## src/verilog/mode_clock_cfg.svh

```systemverilog
// Register offsets, field positions, reset values of the mode and clock-output block
`ifndef MODE_CLOCK_CFG_SVH
`define MODE_CLOCK_CFG_SVH

// ****************************************
// Register offsets
// ****************************************
`define OFS_BACKCHANNEL_MODE_SELECT   8'h04
`define OFS_PLL_REFERENCE_CONTROL     8'h05
`define OFS_CLOCK_OUTPUT_CONTROL_ZERO 8'h06
`define OFS_CLOCK_OUTPUT_CONTROL_ONE  8'h07

// ****************************************
// Reset values
// ****************************************
`define RST_BACKCHANNEL_MODE_SELECT   8'h00
`define RST_PLL_REFERENCE_CONTROL     8'h03
`define RST_CLOCK_OUTPUT_CONTROL_ZERO 8'h41
`define RST_CLOCK_OUTPUT_CONTROL_ONE  8'h28

// ****************************************
// Field positions
// ****************************************
`define BIT_RAW10_COMPAT_FLAG         2
`define BIT_RAW12_COMPAT_FLAG         1
`define BIT_COMPAT_AUTOLOAD_BLOCK     0
`define MSB_REF_INPUT_DIVIDER         6
`define LSB_REF_INPUT_DIVIDER         4
`define BIT_OSCILLATOR_RANGE_SELECT   3
`define MSB_HIGHSPEED_SOURCE_DIVIDER  7
`define LSB_HIGHSPEED_SOURCE_DIVIDER  5
`define MSB_RATIO_MULTIPLIER          4
`define LSB_RATIO_MULTIPLIER          0

// ****************************************
// Code limits and defaults
// ****************************************
`define REF_DIV_MAX_CODE              3'h3
`define HS_DIV_MAX_CODE               3'h4
`define RATIO_MULTIPLIER_DEFAULT      5'h01

`endif

```

## src/verilog/mode_clock_pkg.sv

```systemverilog
// Types shared by the mode and clock-output block
package mode_clock_pkg;
    typedef logic [7:0] regByte_t;
    typedef logic [2:0] divCode_t;
    typedef enum {
        REF_FROM_INPUT,
        REF_FROM_OSCILLATOR
    } refSource_t;
endpackage

```

## src/verilog/mn_ratio_divider.sv

```systemverilog
// M/N fractional tick divider for the sensor reference output
`timescale 1ns/100ps
`include "mode_clock_cfg.svh"

module mn_ratio_divider #(
    parameter int M_WIDTH = 5,
    parameter int N_WIDTH = 8
) (
    // Clock and reset
    input  wire logic               clk,
    input  wire logic               sys_rst,
    // Ratio and source
    input  wire logic [M_WIDTH-1:0] ratioMultiplier,
    input  wire logic [N_WIDTH-1:0] ratioDivisor,
    input  wire logic               srcTick,
    // Output
    output logic                    outTick
);
    logic [N_WIDTH-1:0] acc_r;
    logic [N_WIDTH:0]   sum;
    logic [N_WIDTH:0]   sumLessN;

    if (M_WIDTH > N_WIDTH) begin : g_width_check
        $error("mn_ratio_divider: M_WIDTH must not exceed N_WIDTH");
    end

    assign sum      = {1'b0, acc_r} + (N_WIDTH + 1)'(ratioMultiplier);
    assign sumLessN = sum - {1'b0, ratioDivisor};

    // ****************************************
    // Accumulate M per source tick, emit one tick per N
    // ****************************************
    always_ff @(posedge clk) begin
        if (sys_rst) begin
            acc_r   <= '0;
            outTick <= 1'b0;
        end else if (srcTick && ratioDivisor != '0) begin
            if (sum >= {1'b0, ratioDivisor}) begin
                // Ratio above one saturates at one tick per source tick
                acc_r   <= (sumLessN >= {1'b0, ratioDivisor}) ? '0 : sumLessN[N_WIDTH-1:0];
                outTick <= 1'b1;
            end else begin
                acc_r   <= sum[N_WIDTH-1:0];
                outTick <= 1'b0;
            end
        end else begin
            outTick <= 1'b0;
        end
    end

    // ****************************************
    // Checks
    // ****************************************
    property p_ratio_tick;
        @(posedge clk) disable iff (sys_rst)
        srcTick && ratioDivisor != '0 && sum >= {1'b0, ratioDivisor} |=> outTick;
    endproperty
    a_ratio_tick: assert property (p_ratio_tick) else $error("ratio tick missing");

    property p_n_zero_silent;
        @(posedge clk) disable iff (sys_rst)
        ratioDivisor == '0 |=> !outTick;
    endproperty
    a_n_zero_silent: assert property (p_n_zero_silent) else $error("N zero ticked");
endmodule

```

## src/verilog/mode_and_clock_output_config.sv

```systemverilog
// Mode flags, reference selection and sensor clock-output configuration
`timescale 1ns/100ps
`include "mode_clock_cfg.svh"

// Overview of operation
// - After receive lock the channel loads the RAW10 compat flag in bit 2 unless blocked.
// - After receive lock the channel loads the RAW12 compat flag in bit 1 unless blocked.
// - With the autoload block bit 0 set, neither compat flag is loaded by the control channel.
// - Reference divider in bits 6:4 divides by 1, 2, 4 or 8 for codes 0 to 3; 4 to 7 reserved.
// - Oscillator select 0 asks for the 24.2 to 25.5 MHz range used at 2 Gbps.
// - Oscillator select 1 asks for the 48.4 to 51 MHz range used at 4 Gbps.
// - The oscillator reference is used in non-synchronous internal mode or with no system clock.
// - M/N source is the forward rate divided by 1, 2, 4, 8 or 16 for codes 0 to 4 in bits 7:5.
// - M sits in bits 4:0 and with N sets the ratio applied to the divided high-speed clock.
// - An M field of 0 is treated internally as 1.

module mode_and_clock_output_config
    import mode_clock_pkg::*;
#(
    parameter int M_WIDTH = 5,
    parameter int N_WIDTH = 8
) (
    // Clock and reset
    input  wire logic                     clk,
    input  wire logic                     sys_rst,
    // Register access from the local and remote control path
    input  wire logic                     regWrEn,
    input  wire logic                     regRdEn,
    input  wire logic [7:0]               regAddr,
    input  wire mode_clock_pkg::regByte_t regWrData,
    output mode_clock_pkg::regByte_t      regRdData,
    // Control channel autoload
    input  wire logic                     rxLock,
    input  wire logic                     compatLoadValid,
    input  wire logic                     compatRaw10,
    input  wire logic                     compatRaw12,
    // Reference selection
    input  wire logic                     nonSyncInternalMode,
    input  wire logic                     extClkDetected,
    input  wire logic                     referenceInputTick,
    input  wire logic                     oscillatorTick,
    input  wire logic                     fwdRateTick,
    // Configuration and clock outputs
    output logic                          raw10CompatFlag,
    output logic                          raw12CompatFlag,
    output logic                          oscillatorRangeSelect,
    output logic                          internalRefTick,
    output logic                          sensorRefTick,
    output logic                          sensorRefOutput
);
    import mode_clock_pkg::*;

    if (M_WIDTH != 5 || N_WIDTH != 8) begin : g_width_check
        $error("mode_and_clock_output_config: field widths are fixed at 5 and 8");
    end

    // ****************************************
    // Registers
    // ****************************************
    regByte_t   modeSelect_r;
    regByte_t   refControl_r;
    regByte_t   clkOutZero_r;
    regByte_t   clkOutOne_r;
    logic       autoloadBlock;
    logic       autoloadFire;
    logic       swModeWrite;
    divCode_t   refDivCode;
    divCode_t   hsDivCode;
    logic [M_WIDTH-1:0] multiplierField;
    logic [M_WIDTH-1:0] multiplierEff;
    refSource_t refSource;
    logic [3:0] refCnt_r;
    logic [3:0] hsCnt_r;
    logic       hsTick_r;

    function automatic logic [3:0] divLimit(input divCode_t code);
        divLimit = 4'((5'h01 << code) - 5'h01);
    endfunction

    assign autoloadBlock   = modeSelect_r[`BIT_COMPAT_AUTOLOAD_BLOCK];
    assign swModeWrite     = regWrEn && regAddr == `OFS_BACKCHANNEL_MODE_SELECT;
    // Channel load wins over a write unless that write sets the block bit itself
    assign autoloadFire    = rxLock && compatLoadValid && !autoloadBlock
                             && !(swModeWrite && regWrData[`BIT_COMPAT_AUTOLOAD_BLOCK]);
    assign refDivCode      = refControl_r[`MSB_REF_INPUT_DIVIDER:`LSB_REF_INPUT_DIVIDER];
    assign hsDivCode       = clkOutZero_r[`MSB_HIGHSPEED_SOURCE_DIVIDER:
                                          `LSB_HIGHSPEED_SOURCE_DIVIDER];
    assign multiplierField = clkOutZero_r[`MSB_RATIO_MULTIPLIER:`LSB_RATIO_MULTIPLIER];
    assign multiplierEff   = (multiplierField == '0) ? `RATIO_MULTIPLIER_DEFAULT
                             : multiplierField;

    always_ff @(posedge clk) begin
        if (sys_rst) begin
            modeSelect_r <= `RST_BACKCHANNEL_MODE_SELECT;
        end else begin
            if (swModeWrite) begin
                modeSelect_r <= regWrData;
            end
            if (autoloadFire) begin
                modeSelect_r[`BIT_RAW10_COMPAT_FLAG] <= compatRaw10;
                modeSelect_r[`BIT_RAW12_COMPAT_FLAG] <= compatRaw12;
            end
        end
    end

    always_ff @(posedge clk) begin
        if (sys_rst) begin
            refControl_r <= `RST_PLL_REFERENCE_CONTROL;
            clkOutZero_r <= `RST_CLOCK_OUTPUT_CONTROL_ZERO;
            clkOutOne_r  <= `RST_CLOCK_OUTPUT_CONTROL_ONE;
        end else if (regWrEn) begin
            if (regAddr == `OFS_PLL_REFERENCE_CONTROL) begin
                refControl_r <= regWrData;
            end
            if (regAddr == `OFS_CLOCK_OUTPUT_CONTROL_ZERO) begin
                clkOutZero_r <= regWrData;
            end
            if (regAddr == `OFS_CLOCK_OUTPUT_CONTROL_ONE) begin
                clkOutOne_r <= regWrData;
            end
        end
    end

    // Read data, unmapped offsets read as zero
    always_ff @(posedge clk) begin
        if (sys_rst) begin
            regRdData <= 8'h00;
        end else if (regRdEn) begin
            case (regAddr)
                `OFS_BACKCHANNEL_MODE_SELECT:   regRdData <= modeSelect_r;
                `OFS_PLL_REFERENCE_CONTROL:     regRdData <= refControl_r;
                `OFS_CLOCK_OUTPUT_CONTROL_ZERO: regRdData <= clkOutZero_r;
                `OFS_CLOCK_OUTPUT_CONTROL_ONE:  regRdData <= clkOutOne_r;
                default:                        regRdData <= 8'h00;
            endcase
        end
    end

    assign raw10CompatFlag       = modeSelect_r[`BIT_RAW10_COMPAT_FLAG];
    assign raw12CompatFlag       = modeSelect_r[`BIT_RAW12_COMPAT_FLAG];
    assign oscillatorRangeSelect =
        refControl_r[`BIT_OSCILLATOR_RANGE_SELECT];

    // ****************************************
    // Internal reference selection and divider
    // ****************************************
    assign refSource = (nonSyncInternalMode || !extClkDetected) ? REF_FROM_OSCILLATOR
                       : REF_FROM_INPUT;

    always_ff @(posedge clk) begin
        if (sys_rst) begin
            refCnt_r        <= 4'h0;
            internalRefTick <= 1'b0;
        end else begin
            case (refSource)
                REF_FROM_OSCILLATOR: begin
                    refCnt_r        <= 4'h0;
                    internalRefTick <= oscillatorTick;
                end
                REF_FROM_INPUT: begin
                    // Reserved codes stop the reference
                    if (refDivCode > `REF_DIV_MAX_CODE) begin
                        refCnt_r        <= 4'h0;
                        internalRefTick <= 1'b0;
                    end else if (referenceInputTick) begin
                        if (refCnt_r >= divLimit(refDivCode)) begin
                            refCnt_r        <= 4'h0;
                            internalRefTick <= 1'b1;
                        end else begin
                            refCnt_r        <= refCnt_r + 4'h1;
                            internalRefTick <= 1'b0;
                        end
                    end else begin
                        internalRefTick <= 1'b0;
                    end
                end
                default: begin
                    refCnt_r        <= 4'h0;
                    internalRefTick <= 1'b0;
                end
            endcase
        end
    end

    // ****************************************
    // High-speed source divider and M/N ratio
    // ****************************************
    always_ff @(posedge clk) begin
        if (sys_rst) begin
            hsCnt_r  <= 4'h0;
            hsTick_r <= 1'b0;
        end else if (hsDivCode > `HS_DIV_MAX_CODE) begin
            hsCnt_r  <= 4'h0;
            hsTick_r <= 1'b0;
        end else if (fwdRateTick) begin
            if (hsCnt_r >= divLimit(hsDivCode)) begin
                hsCnt_r  <= 4'h0;
                hsTick_r <= 1'b1;
            end else begin
                hsCnt_r  <= hsCnt_r + 4'h1;
                hsTick_r <= 1'b0;
            end
        end else begin
            hsTick_r <= 1'b0;
        end
    end

    mn_ratio_divider #(
        .M_WIDTH (M_WIDTH),
        .N_WIDTH (N_WIDTH)
    ) mn_ratio_divider_i (
        .clk             (clk),
        .sys_rst         (sys_rst),
        .ratioMultiplier (multiplierEff),
        .ratioDivisor    (clkOutOne_r),
        .srcTick         (hsTick_r),
        .outTick         (sensorRefTick)
    );

    // Output clock toggles on each ratio tick
    always_ff @(posedge clk) begin
        if (sys_rst) begin
            sensorRefOutput <= 1'b0;
        end else if (sensorRefTick) begin
            sensorRefOutput <= !sensorRefOutput;
        end
    end

    // ****************************************
    // Checks
    // ****************************************
    property p_raw10_load;
        @(posedge clk) disable iff (sys_rst)
        rxLock && compatLoadValid && !autoloadBlock && !swModeWrite
        |=> raw10CompatFlag == $past(compatRaw10);
    endproperty
    a_raw10_load: assert property (p_raw10_load) else $error("RAW10 flag not loaded");

    property p_raw12_load;
        @(posedge clk) disable iff (sys_rst)
        rxLock && compatLoadValid && !autoloadBlock && !swModeWrite
        |=> raw12CompatFlag == $past(compatRaw12);
    endproperty
    a_raw12_load: assert property (p_raw12_load) else $error("RAW12 flag not loaded");

    property p_block_holds;
        @(posedge clk) disable iff (sys_rst)
        autoloadBlock && !swModeWrite
        |=> $stable(raw10CompatFlag) && $stable(raw12CompatFlag);
    endproperty
    a_block_holds: assert property (p_block_holds) else $error("flags moved");

    property p_no_load_unlocked;
        @(posedge clk) disable iff (sys_rst)
        !rxLock && !swModeWrite |=> $stable(modeSelect_r);
    endproperty
    a_no_load_unlocked: assert property (p_no_load_unlocked)
        else $error("load without lock");

    property p_ref_reserved;
        @(posedge clk) disable iff (sys_rst)
        refSource == REF_FROM_INPUT && refDivCode > `REF_DIV_MAX_CODE |=> !internalRefTick;
    endproperty
    a_ref_reserved: assert property (p_ref_reserved) else $error("reserved ticked");

    property p_ref_div_two;
        @(posedge clk) disable iff (sys_rst)
        refSource == REF_FROM_INPUT && refDivCode == 3'h1 && referenceInputTick
        && refCnt_r == 4'h0 ##1 $stable(refControl_r) |-> !internalRefTick;
    endproperty
    a_ref_div_two: assert property (p_ref_div_two) else $error("divide by two");

    property p_osc_source;
        @(posedge clk) disable iff (sys_rst)
        refSource == REF_FROM_OSCILLATOR && oscillatorTick |=> internalRefTick;
    endproperty
    a_osc_source: assert property (p_osc_source) else $error("oscillator not used");

    property p_osc_range;
        @(posedge clk) disable iff (sys_rst)
        regWrEn && regAddr == `OFS_PLL_REFERENCE_CONTROL
        |=> oscillatorRangeSelect == $past(regWrData[`BIT_OSCILLATOR_RANGE_SELECT]);
    endproperty
    a_osc_range: assert property (p_osc_range) else $error("range select wrong");

    property p_hs_div_one;
        @(posedge clk) disable iff (sys_rst)
        hsDivCode == 3'h0 && fwdRateTick |=> hsTick_r;
    endproperty
    a_hs_div_one: assert property (p_hs_div_one) else $error("divide by one");

    property p_m_zero;
        @(posedge clk) disable iff (sys_rst)
        multiplierField == '0 |-> multiplierEff == M_WIDTH'(1);
    endproperty
    a_m_zero: assert property (p_m_zero) else $error("M zero not treated as one");

    c_autoload:  cover property (@(posedge clk) disable iff (sys_rst) autoloadFire);
    c_blocked:   cover property (@(posedge clk) disable iff (sys_rst)
                                 rxLock && compatLoadValid && autoloadBlock);
    c_ref_tick:  cover property (@(posedge clk) disable iff (sys_rst)
                                 refSource == REF_FROM_INPUT && internalRefTick);
    c_sensor:    cover property (@(posedge clk) disable iff (sys_rst) sensorRefTick);
endmodule

```

## config.mk

```make
export PLATFORM = sky130hd
export DESIGN_NAME = mode_and_clock_output_config
export DESIGN_NICKNAME = d
export VERILOG_FILES = /design/src/verilog/mode_clock_pkg.sv /design/src/verilog/mn_ratio_divider.sv /design/src/verilog/mode_and_clock_output_config.sv
export VERILOG_INCLUDE_DIRS = /design/src /design/src/verilog
export SDC_FILE = /design/constraint.sdc
export NUM_CORES = 1
export LEC_CHECK = 0
export BUFFER_PORTS_ARGS = -buffer_cell sky130_fd_sc_hd__buf_2
export CAP_MARGIN = 20
export CORE_MARGIN = 3
export CORE_UTILIZATION = 55
export CTS_BUF_LIST = sky130_fd_sc_hd__clkbuf_8
export CTS_CLUSTER_SIZE = 20
export DETAILED_ROUTE_END_ITERATION = 8
export PLACE_DENSITY = 0.76
export SLEW_MARGIN = 5
export SYNTH_ARGS = -nofsm -noshare
export SYNTH_HDL_FRONTEND = slang
export SYNTH_SLANG_ARGS = --single-unit
```

## constraint.sdc

```tcl
create_clock -name clk -period 9.2 [get_ports clk]
set_clock_uncertainty 0.05 [all_clocks]
set_input_delay 1.84 -clock clk [delete_from_list [all_inputs] [get_ports clk]]
set_output_delay 1.84 -clock clk [all_outputs]
set_load 0.005 [all_outputs]
```

==> results.toml, run 1 <==
[placement]
gp_congestion = 0.874
io_buffers = 42
dp_hpwl_mm = 6.44

[clock_network]
clockBufferDepth = 2
numCtsBuffers = 9
h-tree-depth = 3
cts_tree = "built"
cts_setup_buffers = 0
clock-sinks = 60
clkTransAtPathRegs_ns = 0.07
clockRootBuffer = "clkbuf_8"
cts-resized-gates = 0
clock_latency_ns = 0.34
cts_hold_buf = 0

[drt]
detail_route.first_pass.iterations = 6
wl_per_cell_um = 15.5
drtIter0Drc = 186
avgViaCountPerCell = 5.86
vias = 3260
antenna_left = 0
drc_errors = 0
drt-total-wl_mm = 8.63

[global_route]
track_usage_pct = 23.7
antenna_found_initial = 0
overflow = 0
grt_pass1_wl_mm = 14.3
grt_max_degree = 39
grt_pass1_vias = 3079

[run]
drv_cap = 0

[power]
ir_drop_mv = 0.167
power_uw = 610
pwr-share-comb_pct = 7.4
power_frac_seq_pct = 43.8
switching_share_pct = 22.0
clock_power_share_pct = 48.8
power.density_mw_per_mm2 = 147
p_int_uw = 476
power.switching_uw = 134
leakagePower_uw = 0.00175

[logic_synthesis]
syn-num-nets = 502
synth_warnings = 0
synth.mux.area_fraction_pct = 6.27
netlist_area_mm2 = 0.00365
synth_cells = 438
synth_fa_ha_area_share_pct = 12.4
yosysSeqAreaShare_pct = 32.9
ys_seq_elements = 60
synth_edf_count = 0
synth_top_family_by_area = "compound AO/OA/AOI/OAI gates"
synthDistinctLibCells = 51
synth_compound_area_share_pct = 19.8
ys.flop_type = "dfxtp_1"
synth-async-reset-ratio_pct = 0
synth_xor_area_share_pct = 4.80
synthSimpleGateAreaFrac_pct = 19.7
syn_avg_cell_area_um2 = 8.34

[die]
row_count = 29
die-width_um = 87.5
pin_count = 43
fp.dieArea_mm2 = 0.00765
start_util_pct = 57.2
die_h_um = 87.5
coreArea_mm2 = 0.00639

[timing]
fin_tns_setup_ns = 0
period_minus_slack_ns = 4.24
finalMaxSlewViolations = 0
fin_crit_sh_pct = 46.1
clock.fmax_mhz = 236
tightestPinTransition_ns = 0.888
hold_slack_ns = 0.413
relSlewSlack_pct = 40.4
finalSetupViolCount = 0
hold_viol_final = 0
rsz0062_at_grt = "no"

[critical_path]
reg2reg_depth = 16
r2r_end = "mn_ratio_divider_i.acc_r[6]"
required_ns = 9.38
worstPathArrival_ns = 4.42
end_kind = "flop"
start_kind = "flop"
r2r_slack_ns = 4.96
rr_startpoint = "clkOutZero_r[1]"
cp_max_fo = 8
path_class = "reg -> reg"

[run_status]
status = "finished clean"

[worst_hold_path]
holdPathEnd = "modeSelect_r[7]"
hp-start = "modeSelect_r[7]"
hold_path_class = "reg -> reg"
hold_path_depth = 2

[final_layout]
area_growth_syn_to_layout_pct = 13.3
final_cell_mix = "dfxtp_1, a21oi_1, nor2_1"
drive_above_1_share_pct = 15.4
nets = 538
final_common_cell = "dfxtp_1"
num_antenna_cells = 0
==> metal layers <==
metal	track usage (%)	share of wire (%)	wire (µm)	vias to the layer above
li1	-	-	-	1628
met1	30.9	45	3890	1526
met2	38.4	48	4120	94
met3	5.77	5.7	488	12
met4	7.81	1.5	131	0
met5	0	0	0	-
==> how the worst max path moves through the flow <==
stage / startpoint / endpoint / slack (ns) / cells past startpoint
after floorplan: clkOutZero_r[1] / mn_ratio_divider_i.acc_r[5] / 5.47 / 17
after global placement: regAddr[5] / clkOutZero_r[1] / 5.07 / 7
after detailed placement: clkOutZero_r[1] / mn_ratio_divider_i.acc_r[6] / 5.03 / 16
after CTS: clkOutZero_r[1] / mn_ratio_divider_i.acc_r[6] / 5.00 / 16
after global routing: clkOutZero_r[1] / mn_ratio_divider_i.acc_r[6] / 4.66 / 17
final: clkOutZero_r[1] / mn_ratio_divider_i.acc_r[6] / 4.96 / 16
==> power by group through the flow <==
stage                     Clock (µW)  Combinational, µW  Sequential [µW]
after CTS                        300               44.9              267
after floorplan                    0               27.3              273
final                            298               45.2              267
after detailed placement           0               44.7              273
after global routing             312               49.9              267
after global placement             0               43.4              273
==> cell type report <==
cell class	count	area (µm²)
Inverter	21	78.8
Fill cell	559	2250
Clock inverter	5	98.8
Tap cell	77	96.3
Timing Repair Buffer	42	210
Multi-Input combinational cell	340	2300
Sequential cell	60	1200
Clock buffer	11	151
==> cell families (layout without fill, tap and decap cells) <==
logic type	after synthesis	after routing
flip-flops	60	60
multiplexers	22	22
AND/OR/NAND/NOR	151	151
adder cells (fa/ha/maj)	35	35
XOR/XNOR	20	20
buffers and inverters	38	79
AO/OA/AOI/OAI	112	112
==> registers in the layout, indices dropped and copies added (netlist names), 4 cells and up <==
| register | flops |
|---|---|
| clkOutOne_r | 8 |
| clkOutZero_r | 8 |
| mn_ratio_divider_i.acc_r | 8 |
| modeSelect_r | 8 |
| refControl_r | 8 |
| regRdData | 8 |
| hsCnt_r | 4 |
| refCnt_r | 4 |
==> cell usage after synthesis (all sizes together) (9+ instances only) <==
master,instances,area [µm²]
a211oi,12,90.1
a21oi,49,245
clkbuf,14,52.6
dfxtp,60,1200
ha,33,413
inv,21,78.8
mux2i,15,150
nand2,41,154
nand2b,9,56.3
nand3,22,110
nor2,50,193
o21ai,16,83.8
xnor2,12,105
==> metrics by stage <==
step | worst slack [ns] | instances | instance area [µm²] | util [%]
finish | 4.96 | 556 | 4140 | 64.8
global route | 4.66 | 556 | 4140 | 64.8
CTS | 5.00 | 556 | 4140 | 64.8
detailed placement | 5.03 | 540 | 3890 | 60.9
global placement | 5.07 | 540 | 3890 | 60.9
floorplan | 5.47 | 438 | 3650 | -
==> worst max-delay path, cell delays in order, from the launching register on <==
cell and delay (ns):
dfxtp_1 0.42, o41ai_1 0.13, ha_1 0.22, fa_1 0.43, a21o_1 0.20, a21oi_1 0.17, xnor2_1 0.17, ha_1 0.35
o2111ai_2 0.12, nand3b_2 0.15, o31ai_1 0.30, xnor2_1 0.20, ha_1 0.29, a21oi_1 0.13, o21a_1 0.29, a311oi_1 0.16
a2111oi_2 0.35
(Power assumes the default switching activity.)
==> run 2: changes to the inputs <==
==> constraint.sdc (replaced) <==
create_clock -name clk -period 4.44 [get_ports clk]
set_clock_uncertainty 0.05 [all_clocks]
set_input_delay 0.888 -clock clk [delete_from_list [all_inputs] [get_ports clk]]
set_output_delay 0.888 -clock clk [all_outputs]
set_load 0.005 [all_outputs]
==> run 2 against run 1 <==
Compared with the run above: cell area fell by 0.70%; highest routed layer unchanged; critical path type unchanged; register-to-register slack lost 4.7 ns; core utilization shrank 0.45 points.
==> results.toml, run 2 (synthesis gave the netlist of run 1 again) <==
[critical_path]
cpMaxStageDelayCell = "o41ai_1"
reg2reg_depth = 18
rr_startpoint = "clkOutZero_r[1]"
crit_family = "compound AO/OA/AOI/OAI gates"
start_kind = "flop"
critPathBufInv = 0
end_kind = "flop"
worstPathArrival_ns = 4.34
cp_max_fo = 8
required_ns = 4.63
r2r_slack_ns = 0.29
crit_top_cell = "ha_1"
path_class = "reg -> reg"
path_cells = "o41ai_1 -> ha_1 -> fa_1 -> a211oi_1 -> o21bai_1 -> nand2_1 -> xnor2_1 -> ha_1 -> o21ai_0 -> nand2b_1 -> o31ai_2 -> xnor2_1 -> ha_1 -> o2111ai_1 -> o21a_2 -> and2_1 -> a221oi_1 -> nor2_1"
slowest_delay_ns = 0.39
r2r_end = "mn_ratio_divider_i.acc_r[5]"

[global_route]
grt_pass1_wl_mm = 14.2
antenna_found_initial = 0
overflow = 0
track_usage_pct = 23.8
grt_max_degree = 39
grt_pass1_vias = 3057

[timing]
fin_crit_sh_pct = 93.5
worst_slack_ns = 0.290
clock.fmax_mhz = 241
period_minus_slack_ns = 4.15
finalSetupViolCount = 0
finalMaxSlewViolations = 0
tightestPinTransition_ns = 0.757
hold_viol_final = 0
relSlewSlack_pct = 49.6

[clock_network]
clock-sinks = 60
clock_latency_ns = 0.35
cts_tree = "built"
cts_hold_buf = 0
h-tree-depth = 3
clockBufferDepth = 2
numCtsBuffers = 9
clkTransAtPathRegs_ns = 0.08
clockRootBuffer = "clkbuf_8"

[final_layout]
postLayoutCoreUtil_pct = 64.3
num_antenna_cells = 0
fill_cells = 585
nets = 539
final_cell_mix = "dfxtp_1, a21oi_1, nor2_1"
area_growth_syn_to_layout_pct = 12.5
final_common_cell = "dfxtp_1"
stdcell_count = 557
drive_above_1_share_pct = 16.3

[power]
power.density_mw_per_mm2 = 284
leakagePower_uw = 0.00173
ir_drop_mv = 0.208

[drt]
wl_per_cell_um = 15.4
wl_met1_mm = 3.79
vias = 3204
dr_wl_met3_um = 496
detail_route.first_pass.iterations = 4
drtIter0Drc = 130
drc_errors = 0
avgViaCountPerCell = 5.75
drt-total-wl_mm = 8.58
dr_wl_met2_mm = 4.11
antenna_left = 0
routed.top_layer = "met4"

[worst_hold_path]
hold_path_depth = 2
holdPathEnd = "modeSelect_r[3]"
hp-start = "modeSelect_r[3]"
hold_path_class = "reg -> reg"

[placement]
dp_cells = 541
gp_congestion = 0.914
io_buffers = 42
place_ws_ns = 0.285
dp_hpwl_mm = 6.39

[die]
die-width_um = 87.5
pin_count = 43
start_util_pct = 57.2
die_h_um = 87.5
coreArea_mm2 = 0.00639
fp.dieArea_mm2 = 0.00765
row_count = 29

[run_status]
status = "finished clean"

[run]
drv_cap = 0
[run 2: final cells by class]
| type | instances | area (µm²) | share of cell area [%] |
|---|---|---|---|
| Multi-Input combinational cell | 340 | 2310 | 56.1 |
| Sequential cell | 60 | 1200 | 29.2 |
| Timing Repair Buffer | 43 | 218 | 5.30 |
| Clock buffer | 10 | 138 | 3.35 |
| Tap cell | 77 | 96.3 | 2.35 |
| Inverter | 21 | 78.8 | 1.92 |
| Clock inverter | 6 | 70.1 | 1.71 |
[run 2: stage by stage]
step / instance area (µm²) / setup TNS [ns] / hold slack, ns / power (µW)
global placement: 3890 / 0 / 0.393 / 654
floorplan: 3650 / 0 / 0.387 / 621
CTS: 4100 / 0 / 0.410 / 1170
detailed placement: 3890 / 0 / 0.399 / 658
finish: 4110 / 0 / 0.410 / 1160
global route: 4110 / -0.00504 / 0.436 / 1210
[run 2: layer usage]
layer  global-route usage, %  vias to the layer above
met1                    31.7                     1468
met2                    37.6                       82
li1                        -                     1638
met5                       0                        -
met4                    8.23                        0
met3                    5.58                       16
[run 2: report_power, final]
| group | switching, µW | internal (µW) | total (µW) |
|---|---|---|---|
| Combinational | 55.9 | 37.8 | 93.6 |
| Clock | 239 | 279 | 518 |
| Sequential | 6.18 | 547 | 553 |
| Total | 301 | 864 | 1160 |
[run 2: tightest hold or removal path: stages, from the launching register on]
cell and delay (ns):
dfxtp_1 0.31, nand2_1 0.05, a21oi_1 0.05
[run 2: repair_timing]
| action | 4_1_cts | 5_1_grt |
|---|---|---|
| buffers inserted | 0 | 0 |
| endpoints found under the hold margin | 0 | 0 |
| setup endpoints to repair | 0 | 2 |
| gates resized for setup | 0 | 2 |
[run 2: worst max-delay path by stage]
stage | startpoint | endpoint | slack [ns] | cells after the start
2_1_floorplan | clkOutZero_r[1] | mn_ratio_divider_i.acc_r[5] | 0.71 | 17
3_3_place_gp | clkOutZero_r[1] | mn_ratio_divider_i.acc_r[5] | 0.45 | 17
3_5_place_dp | clkOutZero_r[1] | mn_ratio_divider_i.acc_r[5] | 0.28 | 17
4_1_cts | clkOutZero_r[1] | mn_ratio_divider_i.acc_r[5] | 0.26 | 17
5_1_grt | clkOutZero_r[1] | mn_ratio_divider_i.acc_r[6] | -0.005 | 17
6_report | clkOutZero_r[1] | mn_ratio_divider_i.acc_r[5] | 0.29 | 18
